File: src/logic/scf_pkg.sv
// Shared constants for the smart card queue, lamp and filter registers
package scf_pkg;
  // Register indices; byte address is four times the index
  localparam logic [7:0] SCF_IDX_CFG = 8'h26;
  localparam logic [7:0] SCF_IDX_LAMP = 8'h27;
  localparam logic [7:0] SCF_IDX_THR_LO = 8'h28;
  localparam logic [7:0] SCF_IDX_THR_HI = 8'h29;
  localparam logic [7:0] SCF_IDX_LVL_LO = 8'h2A;
  localparam logic [7:0] SCF_IDX_LVL_HI = 8'h2B;
  localparam logic [7:0] SCF_IDX_FILT = 8'h2C;
  localparam int SCF_ADDR_W = 10;

  // Lamp control field layout
  localparam int SCF_LAMP_SRC_BIT = 2;
  localparam int SCF_LAMP_PAT_LSB = 0;
  localparam int SCF_LAMP_W = 3;

  // Reset values, plus the configuration read value and the 256 filter count
  localparam logic [7:0] SCF_CFG_VALUE = 8'h00;
  localparam logic [2:0] SCF_LAMP_RST = 3'h0;
  localparam logic [15:0] SCF_THR_RST = 16'h0000;
  localparam logic [15:0] SCF_LVL_RST = 16'h0000;
  localparam logic [8:0] SCF_FILT_RST = 9'h000;
  localparam logic [8:0] SCF_FILT_FULL = 9'h100;

  // Lamp patterns
  typedef enum logic [1:0] {
    SCF_PAT_OFF = 2'h0,
    SCF_PAT_1HZ = 2'h1,
    SCF_PAT_HALF_HZ = 2'h2,
    SCF_PAT_ON = 2'h3
  } scf_pat_t;

  // Transmit tracking states, Gray along idle-run-halt
  typedef enum logic [1:0] {
    SCF_TX_IDLE = 2'h0,
    SCF_TX_RUN = 2'h1,
    SCF_TX_HALT = 2'h3
  } scf_tx_t;

  // Timing
  localparam int SCF_CLK_HZ = 100_000_000;
  localparam int SCF_LAMP_PHASE_MS = 500;
  localparam int SCF_FAST_RATE_DHZ = 55;
  localparam int SCF_SLOW_PHASE_CYC = SCF_CLK_HZ / 1000 * SCF_LAMP_PHASE_MS;
  localparam int SCF_FAST_HALF_CYC =
    SCF_CLK_HZ / (2 * SCF_FAST_RATE_DHZ) * 10;
  localparam int SCF_DIV_W = 27;
endpackage

File: src/logic/scf_regs.sv
// Smart card lamp, queue level, threshold and filter length registers
//
// Decided for this implementation: the APB slave port.
`timescale 1ns/1ps

// How it works
// Configuration block register always reads zero
// Lamp source bit: field, or activity blink
// Pattern 00 off, 01 1Hz, 11 on
// Pattern 10 lit 0.5s, dark 1.5s
// Interrupt when received level exceeds threshold
// Timer expiry also raises threshold interrupt; the code counts timeout expiry only in T0 mode
// Transmit length is level at go
// Level register always tracks bytes held
// Transmit error halts; level keeps remainder
// Queue flush clears level registers to zero
// Threshold compared only while receiver active
// Error flag shows transmit or receive phase
// Filter length decremented by outgoing filter
// Outgoing start with zero means 256
// Incoming start with zero means none
// Filter length read returns live count
// Threshold and level are 16-bit pairs
module scf_regs #(
  parameter int CNT_W = 16,
  parameter int SLOW_PHASE_CYC = scf_pkg::SCF_SLOW_PHASE_CYC,
  parameter int FAST_HALF_CYC = scf_pkg::SCF_FAST_HALF_CYC
) (
  input wire logic mclk,
  input wire logic srst,
  input wire logic psel,
  input wire logic penable,
  input wire logic pwrite,
  input wire logic [scf_pkg::SCF_ADDR_W-1:0] paddr,
  input wire logic [31:0] pwdata,
  output logic [31:0] prdata,
  output logic pready,
  output logic pslverr,
  input wire logic card_io_line,
  output logic lamp_out,
  input wire logic rx_in_valid,
  output logic rx_in_ready,
  input wire logic [7:0] rx_in_data,
  output logic rx_out_valid,
  input wire logic rx_out_ready,
  output logic [7:0] rx_out_data,
  input wire logic tx_load,
  input wire logic tx_send,
  input wire logic host_read,
  input wire logic transmit_go_bit,
  input wire logic queue_flush_bit,
  input wire logic tx_error,
  input wire logic rx_error,
  input wire logic rx_active,
  input wire logic t0_mode,
  input wire logic cwt_expire,
  input wire logic tmo_expire,
  input wire logic filt_out_start,
  input wire logic filt_in_start,
  input wire logic filt_byte,
  output logic thresh_irq,
  output logic tx_phase_error_flag,
  output logic tx_busy,
  output logic [CNT_W-1:0] tx_length,
  output logic [8:0] filter_byte_count
);
  import scf_pkg::*;

  // Bus slave
  logic pready_q, pready_d, pslverr_q, pslverr_d;
  logic [31:0] prdata_q, prdata_d;
  logic setup, wr_en, hit;
  logic [7:0] idx;
  logic [2:0] lamp_q, lamp_d;
  logic [CNT_W-1:0] thr_q, thr_d, lvl_q, lvl_d, tx_len_q, tx_len_d;
  logic [8:0] filt_q, filt_d;
  logic irq_q, irq_d, expire_q, expire_d, err_tx_q, err_tx_d;
  // Busy kept as its own flop so the output needs no state decode
  logic busy_q, busy_d;
  scf_tx_t tx_q, tx_d;

  assign setup = psel && !penable;
  // Write lands at the edge that ends the single access cycle
  assign wr_en = psel && penable && pready_q && pwrite && !pslverr_q;
  assign idx = paddr[SCF_ADDR_W-1:2];
  assign hit = paddr[1:0] == 2'h0 && idx >= SCF_IDX_CFG &&
               idx <= SCF_IDX_FILT;

  always_comb begin
    pready_d = setup;
    pslverr_d = setup && !hit;
    prdata_d = 32'h0000_0000;
    // Taken at setup so the data stands through the access cycle
    if (setup && !pwrite) begin
      unique case (idx)
        SCF_IDX_CFG: prdata_d[7:0] = SCF_CFG_VALUE;
        SCF_IDX_LAMP: prdata_d[SCF_LAMP_W-1:0] = lamp_q;
        SCF_IDX_THR_LO: prdata_d[7:0] = thr_q[7:0];
        SCF_IDX_THR_HI: prdata_d[7:0] = thr_q[15:8];
        SCF_IDX_LVL_LO: prdata_d[7:0] = lvl_q[7:0];
        SCF_IDX_LVL_HI: prdata_d[7:0] = lvl_q[15:8];
        SCF_IDX_FILT: prdata_d[7:0] = filt_q[7:0];
        default: prdata_d = 32'h0000_0000;
      endcase
    end
  end

  always_ff @(posedge mclk) begin
    if (srst) begin
      pready_q <= 1'b0;
      pslverr_q <= 1'b0;
      prdata_q <= 32'h0000_0000;
    end else begin
      pready_q <= pready_d;
      pslverr_q <= pslverr_d;
      prdata_q <= prdata_d;
    end
  end

  // Lamp control and threshold registers
  always_comb begin
    lamp_d = lamp_q;
    thr_d = thr_q;
    if (wr_en && idx == SCF_IDX_LAMP)
      lamp_d = pwdata[SCF_LAMP_W-1:0];
    if (wr_en && idx == SCF_IDX_THR_LO)
      thr_d[7:0] = pwdata[7:0];
    if (wr_en && idx == SCF_IDX_THR_HI)
      thr_d[15:8] = pwdata[7:0];
  end

  always_ff @(posedge mclk) begin
    if (srst) begin
      lamp_q <= SCF_LAMP_RST;
      thr_q <= SCF_THR_RST;
    end else begin
      lamp_q <= lamp_d;
      thr_q <= thr_d;
    end
  end

  // Two-entry receive buffer; head is what the queue sees
  logic [7:0] head_q, head_d, tail_q, tail_d;
  logic [1:0] fill_q, fill_d;
  logic in_rdy_q, in_rdy_d, out_vld_q, out_vld_d;
  logic push, pop;

  assign push = rx_in_valid && in_rdy_q;
  assign pop = out_vld_q && rx_out_ready;

  always_comb begin
    head_d = head_q;
    tail_d = tail_q;
    fill_d = fill_q;
    unique case ({push, pop})
      2'b10: begin
        if (fill_q == 2'h0)
          head_d = rx_in_data;
        else
          tail_d = rx_in_data;
        fill_d = fill_q + 2'h1;
      end
      2'b01: begin
        head_d = tail_q;
        fill_d = fill_q - 2'h1;
      end
      2'b11: begin
        if (fill_q == 2'h1)
          head_d = rx_in_data;
        else begin
          head_d = tail_q;
          tail_d = rx_in_data;
        end
      end
      default: fill_d = fill_q;
    endcase
    // Flush drops bytes in flight so the level restarts clean
    if (queue_flush_bit)
      fill_d = 2'h0;
    in_rdy_d = fill_d != 2'h2;
    out_vld_d = fill_d != 2'h0;
  end

  always_ff @(posedge mclk) begin
    if (srst) begin
      head_q <= 8'h00;
      tail_q <= 8'h00;
      fill_q <= 2'h0;
      in_rdy_q <= 1'b0;
      out_vld_q <= 1'b0;
    end else begin
      head_q <= head_d;
      tail_q <= tail_d;
      fill_q <= fill_d;
      in_rdy_q <= in_rdy_d;
      out_vld_q <= out_vld_d;
    end
  end

  // Queue level, transmit tracking and threshold interrupt
  logic inc, dec, thr_wr;

  always_comb begin
    tx_d = tx_q;
    tx_len_d = tx_len_q;
    err_tx_d = err_tx_q;
    unique case (tx_q)
      SCF_TX_IDLE: begin
        if (transmit_go_bit && !queue_flush_bit) begin
          tx_d = SCF_TX_RUN;
          tx_len_d = lvl_q;
        end
      end
      SCF_TX_RUN: begin
        if (tx_error)
          tx_d = SCF_TX_HALT;
        else if (tx_send && lvl_q == {{(CNT_W-1){1'b0}}, 1'b1})
          tx_d = SCF_TX_IDLE;
      end
      SCF_TX_HALT: tx_d = SCF_TX_HALT;
      default: tx_d = SCF_TX_IDLE;
    endcase
    if (queue_flush_bit)
      tx_d = SCF_TX_IDLE;
    busy_d = tx_d == SCF_TX_RUN;
    // A transmit error outranks a receive error in the same cycle
    if (tx_error)
      err_tx_d = 1'b1;
    else if (rx_error)
      err_tx_d = 1'b0;
  end

  // Sends only count while running, so sends during a halt leave the level alone
  assign inc = tx_load || pop;
  assign dec = (tx_send && tx_q == SCF_TX_RUN && !tx_error) ||
               (host_read && lvl_q != SCF_LVL_RST);
  assign thr_wr = wr_en &&
                  (idx == SCF_IDX_THR_LO || idx == SCF_IDX_THR_HI);

  always_comb begin
    lvl_d = lvl_q;
    if (queue_flush_bit)
      lvl_d = SCF_LVL_RST;
    else if (inc && !dec)
      lvl_d = lvl_q + {{(CNT_W-1){1'b0}}, 1'b1};
    else if (dec && !inc)
      lvl_d = lvl_q - {{(CNT_W-1){1'b0}}, 1'b1};
    // Sticky until a threshold write or a flush
    expire_d = expire_q;
    if (thr_wr || queue_flush_bit)
      expire_d = 1'b0;
    // Expiry set wins over the acknowledging write
    if (cwt_expire || (tmo_expire && t0_mode))
      expire_d = 1'b1;
    irq_d = expire_d || (rx_active && lvl_d > thr_d);
  end

  always_ff @(posedge mclk) begin
    if (srst) begin
      tx_q <= SCF_TX_IDLE;
      tx_len_q <= SCF_LVL_RST;
      lvl_q <= SCF_LVL_RST;
      err_tx_q <= 1'b0;
      busy_q <= 1'b0;
      expire_q <= 1'b0;
      irq_q <= 1'b0;
    end else begin
      tx_q <= tx_d;
      tx_len_q <= tx_len_d;
      lvl_q <= lvl_d;
      err_tx_q <= err_tx_d;
      busy_q <= busy_d;
      expire_q <= expire_d;
      irq_q <= irq_d;
    end
  end

  // Filter length counter; bit 8 only holds the 256 case
  always_comb begin
    filt_d = filt_q;
    if (wr_en && idx == SCF_IDX_FILT)
      filt_d = {1'b0, pwdata[7:0]};
    else if (filt_out_start)
      filt_d = (filt_q[7:0] == 8'h00) ? SCF_FILT_FULL : filt_q;
    else if (filt_in_start)
      filt_d = {1'b0, filt_q[7:0]};
    else if (filt_byte && filt_q != SCF_FILT_RST)
      filt_d = filt_q - 9'h001;
  end

  always_ff @(posedge mclk) begin
    if (srst)
      filt_q <= SCF_FILT_RST;
    else
      filt_q <= filt_d;
  end

  // Lamp: card line synchroniser and activity window
  logic io_s1_q, io_s2_q, io_s3_q, act_edge;
  logic [SCF_DIV_W-1:0] slow_q, slow_d, fast_q, fast_d, act_q, act_d;
  logic [1:0] phase_q, phase_d;
  logic blink_q, blink_d, lamp_out_q, lamp_out_d, phase_en, fast_en;

  always_ff @(posedge mclk) begin
    if (srst) begin
      io_s1_q <= 1'b1;
      io_s2_q <= 1'b1;
      io_s3_q <= 1'b1;
    end else begin
      io_s1_q <= card_io_line;
      io_s2_q <= io_s1_q;
      io_s3_q <= io_s2_q;
    end
  end

  // Third flop only keeps the settled level; idle reset avoids a false edge
  assign act_edge = io_s2_q != io_s3_q;
  assign phase_en = slow_q == SCF_DIV_W'(SLOW_PHASE_CYC - 1);
  assign fast_en = fast_q == SCF_DIV_W'(FAST_HALF_CYC - 1);

  always_comb begin
    slow_d = phase_en ? '0 : slow_q + SCF_DIV_W'(1);
    phase_d = phase_en ? phase_q + 2'h1 : phase_q;
    fast_d = fast_en ? '0 : fast_q + SCF_DIV_W'(1);
    blink_d = fast_en ? !blink_q : blink_q;
    // Activity holds one full fast period after the last edge
    if (act_edge)
      act_d = SCF_DIV_W'(2 * FAST_HALF_CYC);
    else if (act_q != '0)
      act_d = act_q - SCF_DIV_W'(1);
    else
      act_d = act_q;
    if (lamp_q[SCF_LAMP_SRC_BIT])
      lamp_out_d = act_q != '0 && blink_q;
    else begin
      unique case (scf_pat_t'(lamp_q[SCF_LAMP_PAT_LSB +: 2]))
        SCF_PAT_OFF: lamp_out_d = 1'b0;
        SCF_PAT_1HZ: lamp_out_d = !phase_q[0];
        SCF_PAT_HALF_HZ: lamp_out_d = phase_q == 2'h0;
        SCF_PAT_ON: lamp_out_d = 1'b1;
      endcase
    end
  end

  always_ff @(posedge mclk) begin
    if (srst) begin
      slow_q <= '0;
      phase_q <= 2'h0;
      fast_q <= '0;
      blink_q <= 1'b0;
      act_q <= '0;
      lamp_out_q <= 1'b0;
    end else begin
      slow_q <= slow_d;
      phase_q <= phase_d;
      fast_q <= fast_d;
      blink_q <= blink_d;
      act_q <= act_d;
      lamp_out_q <= lamp_out_d;
    end
  end

  assign prdata = prdata_q;
  assign pready = pready_q;
  assign pslverr = pslverr_q;
  assign lamp_out = lamp_out_q;
  assign rx_in_ready = in_rdy_q;
  assign rx_out_valid = out_vld_q;
  assign rx_out_data = head_q;
  assign thresh_irq = irq_q;
  assign tx_phase_error_flag = err_tx_q;
  assign tx_busy = busy_q;
  assign tx_length = tx_len_q;
  assign filter_byte_count = filt_q;
endmodule

File: config.mk
export PLATFORM = sky130hd
export DESIGN_NAME = scf_regs
export DESIGN_NICKNAME = d
export VERILOG_FILES = /design/src/logic/scf_pkg.sv /design/src/logic/scf_regs.sv
export SDC_FILE = /design/constraint.sdc
export NUM_CORES = 1
export LEC_CHECK = 0
export BUFFER_PORTS_ARGS = -buffer_cell sky130_fd_sc_hd__clkbuf_2
export CORE_MARGIN = 5
export CORE_UTILIZATION = 58
export CTS_BUF_LIST = sky130_fd_sc_hd__clkbuf_16
export DETAILED_ROUTE_END_ITERATION = 8
export PLACE_DENSITY = 0.81
export SLEW_MARGIN = 20
export SYNTH_ARGS = -nofsm -noshare
export SYNTH_HDL_FRONTEND = slang
export SYNTH_SLANG_ARGS = --single-unit
File: constraint.sdc
create_clock -name mclk -period 4.01 [get_ports mclk]
set_input_delay 0.401 -clock mclk [delete_from_list [all_inputs] [get_ports mclk]]
set_output_delay 0.401 -clock mclk [all_outputs]
set_load 0.03 [all_outputs]
After elaboration in Yosys (flattened, before gate mapping):

Cells that the tools add are included.

* memory bits (read-only): 0
* bits in writable memories: 0
* input port bits: 72
* register bits: 208
* output and inout port bits: 73
* memories kept: 0
* word-level logic and storage cells: 172
* latch bits: 0

* multiplexer cells: 33
* reduce and logical (&&, ||, !) cells: 69
* shift-type cells: 0
* add/sub/neg operators: 9
* order comparisons: 3
* div/mod/pow operators: 0
* multiply operators: 0
* eq/ne operators: 27
* bitwise logic cells: 1

Operators by type and width (number)
* 2-to-1 mux 8 bit: 7
* adder 27 x 1 -> 27 bit, second input constant: 2
* 2-to-1 mux 25 bit: 2
* == test 8 x 6 -> 1 bit, second input constant: 6
* 2-to-1 mux 16 bit: 3
* 2-to-1 mux 9 bit: 4
* == test 27 x 24 -> 1 bit, second input constant: 1
* == test 27 x 26 -> 1 bit, second input constant: 1
* logical AND 1 bit: 27
* nonzero test 27 bit: 1
* subtractor 27 x 1 -> 27 bit, second input constant: 1
* one-hot mux 5 bit (5 select lines): 1
* one-hot mux 8 bit (3 select lines): 1
* one-hot mux 3 bit (6 select lines): 1
* adder 16 x 1 -> 16 bit, second input constant: 1
* == test 16 x 1 -> 1 bit, second input constant: 1
* greater-than comparator 16 bit: 1
* one-hot mux 8 bit (2 select lines): 1
* nonzero test 16 bit: 1
* subtractor 16 x 1 -> 16 bit, second input constant: 1
* == test 2 x 1 -> 1 bit, second input constant: 5
* == test 2 bit, second input constant: 5
* zero test 1 bit: 10
* zero test 2 bit: 5
* other kinds (24): 53

Logic depth before layout (Yosys ltp):

* depth after elaboration: 11
* depth in mapped cells: 15
* mapped depth without buffers: 13

Worst setup path after synthesis:

No wires, ideal clock.

* path type: reg-to-reg
* from: register lvl_q[5]
* to: register irq_q (netlist: thresh_irq)
* path buffers: 1
* path slack: 0.633 ns
* arrival time: 3.249 ns
* clock period less this slack: 3.377 ns
* cell stages (with the launch flop): 13
* required time: 3.882 ns
* setup time: 0.128 ns
* cell sequence: dfxtp_1 -> clkbuf_1 -> or4_1 -> o31ai_4 -> a21oi_1 -> a21oi_1 -> mux2_2 -> ha_1 -> a21o_1 -> a21oi_1 -> o221ai_1 -> a221oi_1 -> o21ai_0

* word-level cells in the longest chain between the ends: 10
* elaborated cells between the ends (all ways): 14
* classes of those cells: add/sub: 2; order compare: 1; mux: 3; reduce/logical: 8

RTL lines
* start: declaration: RTL line scf_regs.sv:75 `logic [CNT_W-1:0] thr_q, thr_d, lvl_q, lvl_d, tx_len_q, tx_len_d;`
* start signal: assignment: RTL line scf_regs.sv:270 `lvl_q <= lvl_d;`
* nonzero test 16 bit (*): RTL line scf_regs.sv:236 `(host_read && lvl_q != SCF_LVL_RST);`
* logical AND 1 bit (*): RTL line scf_regs.sv:236
* logical OR 1 bit (*): RTL line scf_regs.sv:235 `assign dec = (tx_send && tx_q == SCF_TX_RUN && !tx_error) ||`
* logical AND 1 bit / zero test 1 bit (equally long branches): RTL line scf_regs.sv:246, scf_regs.sv:244
* 2-to-1 mux 16 bit / logical AND 1 bit (equally long branches): RTL line scf_regs.sv:246, scf_regs.sv:244
* 2-to-1 mux 16 bit (*): RTL line scf_regs.sv:244 `else if (inc && !dec)`
* 2-to-1 mux 16 bit (*): RTL line scf_regs.sv:242 `if (queue_flush_bit)`
* via lvl_d[3]: RTL line scf_regs.sv:75
* greater-than comparator 16 bit (*): RTL line scf_regs.sv:255 `irq_d = expire_d || (rx_active && lvl_d > thr_d);`
* logical AND 1 bit (*): RTL line scf_regs.sv:255
* logical OR 1 bit (*): RTL line scf_regs.sv:255
* end signal: assignment: RTL line scf_regs.sv:274 `irq_q <= irq_d;`
* end: declaration: RTL line scf_regs.sv:77 `logic irq_q, irq_d, expire_q, expire_d, err_tx_q, err_tx_d;`

The timed path passes the listed nets; every way through them passes the cells marked *.
A chain may end at the register's enable or synchronous reset.

Worst setup path after layout:

* from: register lvl_q[4]
* to: register irq_q (netlist: thresh_irq)

* word-level cells in the longest chain between the ends: 10
* elaborated cells between the ends (all ways): 14
* classes of those cells: add/sub: 2; order compare: 1; mux: 3; reduce/logical: 8

RTL lines (RTL line)
* parallel branches: the longest is 5 deep, another holds subtractor 16 x 1 -> 16 bit
* 2-to-1 mux 16 bit (*): scf_regs.sv:244
* 2-to-1 mux 16 bit (*): scf_regs.sv:242
* via lvl_d[10]: scf_regs.sv:75
* greater-than comparator 16 bit (*): scf_regs.sv:255
* logical AND 1 bit (*): scf_regs.sv:255
* logical OR 1 bit (*): scf_regs.sv:255

Mark *: on every way through the listed nets, which the timed path passes.

==> impl_metrics.py <==
metrics = {
    "run_status": {
        "status": "complete, no violations",
    },
    "logic_synthesis": {
        "ys_seq_area_frac": 0.3803,
        "synth_most_common_cell": "dfxtp_1",
        "yosys.area.top_type": "dfxtp_1",
        "ys_dominant_reg_cell": "dfxtp_1",
        "syn_area_per_cell_um2": 8.329,
        "yosysWarnings": 0,
        "synth-seq-cells": 184,
        "synthCells": 1163,
        "synth_edf_count": 0,
        "async_flop_share": 0,
        "synth.top_cells.by_count": "184 x dfxtp_1, 162 x nor2_1, 102 x nand2_1",
        "yosysTopAreaCellShare": 0.3803,
        "synthTopCellsByArea": "dfxtp_1 38%, nor2_1 6.3%, mux2i_1 4.4%",
        "netlist_area_um2": 9687,
        "synth.distinct_cells": 60,
    },
    "min_path": {
        "hp-class": "in2reg",
        "holdPathEnd": "io_s1_q$_SDFF_PP1_",
        "min_from": "card_io_line",
        "hold_depth": 2,
    },
    "timing": {
        "relSlewSlack": 0.3069,
        "maxSlewViolCount": 0,
        "setup-violations-final": 0,
        "finalHoldViolCount": 0,
        "skew_ns": 0.006395,
        "fmax_mhz": 276.6,
        "period_share": 0.9014,
        "rsz0062_at_grt": "false",
        "post-route-min-period_ns": 3.615,
        "fin_tns_setup_ns": 0,
        "tightest_slew_ns": 1.035,
    },
    "clocking": {
        "insertion_delay_ns": 0.44,
        "h-tree-depth": 4,
        "cts_resized": 0,
        "cts_root_buf": "clkbuf_16",
        "post_cts_buffers": 0,
        "clk_pin_slew_worst_paths_ns": 0.07,
        "cts_buffers": 17,
        "cts_tree": "done",
        "cts_num_sinks": 184,
        "clock_path_buffers": 2,
        "hold_buffers": 0,
    },
    "critical_path": {
        "cp-end-kind": "flop",
        "worst_ep_required_time_ns": 4.31,
        "crit_path_top_delay_cell": "or4_1",
        "cp.buffers_inverters": 0,
        "reg2reg_depth": 11,
        "r2r_start": "lvl_q[4]$_SDFF_PP0_",
        "path_cells": "or4_1, or3_1, nand2b_1, a22oi_1, mux2_2, ha_1, nand4_1, nor2_1, a311oi_1, a211oi_1, o21ai_0",
        "path_max_fanout": 6,
        "path_delay_family": "simple AND/OR/NAND/NOR gates",
        "reg2reg_slack_ns": 0.40,
        "arrival_ns": 3.92,
        "path_class": "reg2reg",
        "start_kind": "flop",
        "cp_slowest_stage_delay_ns": 0.67,
        "timing.rr.end": "thresh_irq$_SDFF_PP0_",
    },
    "place": {
        "gp_congestion": 0.9499,
        "port_buffers": 96,
        "dp.cells": 1441,
        "dp_hpwl_um": 16870,
    },
    "global_route": {
        "grt-ovfl-total": 0,
        "antenna_found_initial": 0,
        "grt_max_degree": 52,
        "grt_usage": 0.2366,
        "grt_pass1_wl_um": 38700,
        "grt_pass1_vias": 8006,
    },
    "cells_and_area": {
        "diodes": 0,
        "nets": 1344,
        "drive_gt1_frac": 0.1484,
        "final_util": 0.6589,
        "finalNonFillerCells": 1473,
        "area_growth_pct": 12.00,
    },
    "pwr": {
        "finalPower_mw": 6.246,
        "peakVddDrop_uv": 389.5,
        "p_per_area_nw_per_um2": 575.7,
        "p_leak_nw": 4.286,
    },
    "flow_run": {
        "max_cap_violations": 0,
    },
    "drt": {
        "wl_met2_um": 10770,
        "dr.pass1.iters": 5,
        "vias": 8639,
        "wl_per_cell_um": 15.89,
        "ant_nets": 0,
        "routed_wl_um": 23410,
        "met3_length_um": 1472,
        "drt-met1-wl_um": 10650,
        "vias_per_cell": 5.865,
        "remaining_drc_errors": 0,
        "drtIter0Drc": 848,
        "top_layer": "met4",
    },
    "die": {
        "die-height_um": 139.2,
        "fp-row-count": 47,
        "die_w_um": 139.2,
        "core_um2": 16470,
        "ios": 145,
        "initial_core_util": 0.5883,
        "die-area_um2": 19390,
    },
}
[layout make-up]
type,instances,area (µm²)
sequential,184,3684
multi-input combinational,890,5568
tap,220,275.3
inverter,28,105.1
timing repair buffer,119,655.6
clock inverter,15,136.4
clock buffer,17,425.4
fill,1371,5617
[layer usage]
metal | up-vias | global-route usage
met5 | - | 0
met4 | 0 | 0.08857
met3 | 44 | 0.04837
met2 | 283 | 0.3712
met1 | 4047 | 0.3230
li1 | 4265 | -
[cell families after synthesis]
group	Yosys count	share of synthesized area
AOI/OAI and AO/OA	183	0.1275
xor gates and xnor gates	71	0.06420
adders and majority gates	32	0.04133
buffers and inverters	112	0.05489
DFF	184	0.3803
muxes	52	0.05490
other	1	0.0003871
and+or+nand+nor	528	0.2765
[report_power, final]
part | switching (mW) | leakage, nW | internal (mW)
logic | 1.47 | 2.52 | 0.955
clock network | 0.791 | 0.274 | 0.821
registers | 0.200 | 1.49 | 2.01
total | 2.46 | 4.29 | 3.78
[how the worst max path moves through the flow]
stage	from	to	slack [ns]	cells past startpoint
3_3_place_gp	tx_error	thresh_irq$_SDFF_PP0_	0.47	13
2_1_floorplan	lvl_q[5]$_SDFF_PP0_	thresh_irq$_SDFF_PP0_	0.63	12
4_1_cts	lvl_q[4]$_SDFF_PP0_	thresh_irq$_SDFF_PP0_	0.42	11
6_report	lvl_q[4]$_SDFF_PP0_	thresh_irq$_SDFF_PP0_	0.40	11
5_1_grt	tx_q[0]$_SDFF_PP0_	thresh_irq$_SDFF_PP0_	0.09	12
3_5_place_dp	tx_error	thresh_irq$_SDFF_PP0_	0.37	13
[flip-flops by register name (all words and copies together), names as in the netlist, 2 cells and up]
name               flops
lvl_q                 16
filter_byte_count      9
tx_length             16
slow_q                27
tail_q                 8
act_q                 27
lamp_q                 3
phase_q                2
fast_q                27
fill_q                 2
rx_out_data            8
prdata                 8
thr_q                 16
tx_q                   2
[worst reg2reg max path, stage by stage, from the launching register on]
cell,delay [ns]
dfxtp_1,0.32
or4_1,0.67
or3_1,0.50
nand2b_1,0.19
a22oi_1,0.36
mux2_2,0.38
ha_1,0.27
nand4_1,0.11
nor2_1,0.18
a311oi_1,0.13
a211oi_1,0.23
o21ai_0,0.13
[per-stage QoR]
step | instance area, µm² | setup WS [ns] | hold slack, ns
floorplan | 9773 | 0.6334 | 0.3895
global placement | 10280 | 0.4653 | 0.3939
detailed placement | 10280 | 0.3704 | 0.4001
CTS | 10850 | 0.4153 | 0.1328
global route | 10850 | 0.09306 | 0.1434
finish | 10850 | 0.3952 | 0.1443
[placed cells by master, fill, tap and decap left out, drive strengths merged, types with 33 or more instances in the layout]
cell / count
dfxtp: 184
nor3: 44
a21oi: 59
xnor2: 33
mux2i: 43
xor2: 38
inv: 36
clkbuf: 112
nor2: 162
nand3: 41
nand4: 33
nand2: 102
Power figures use the tool's default switching activity.
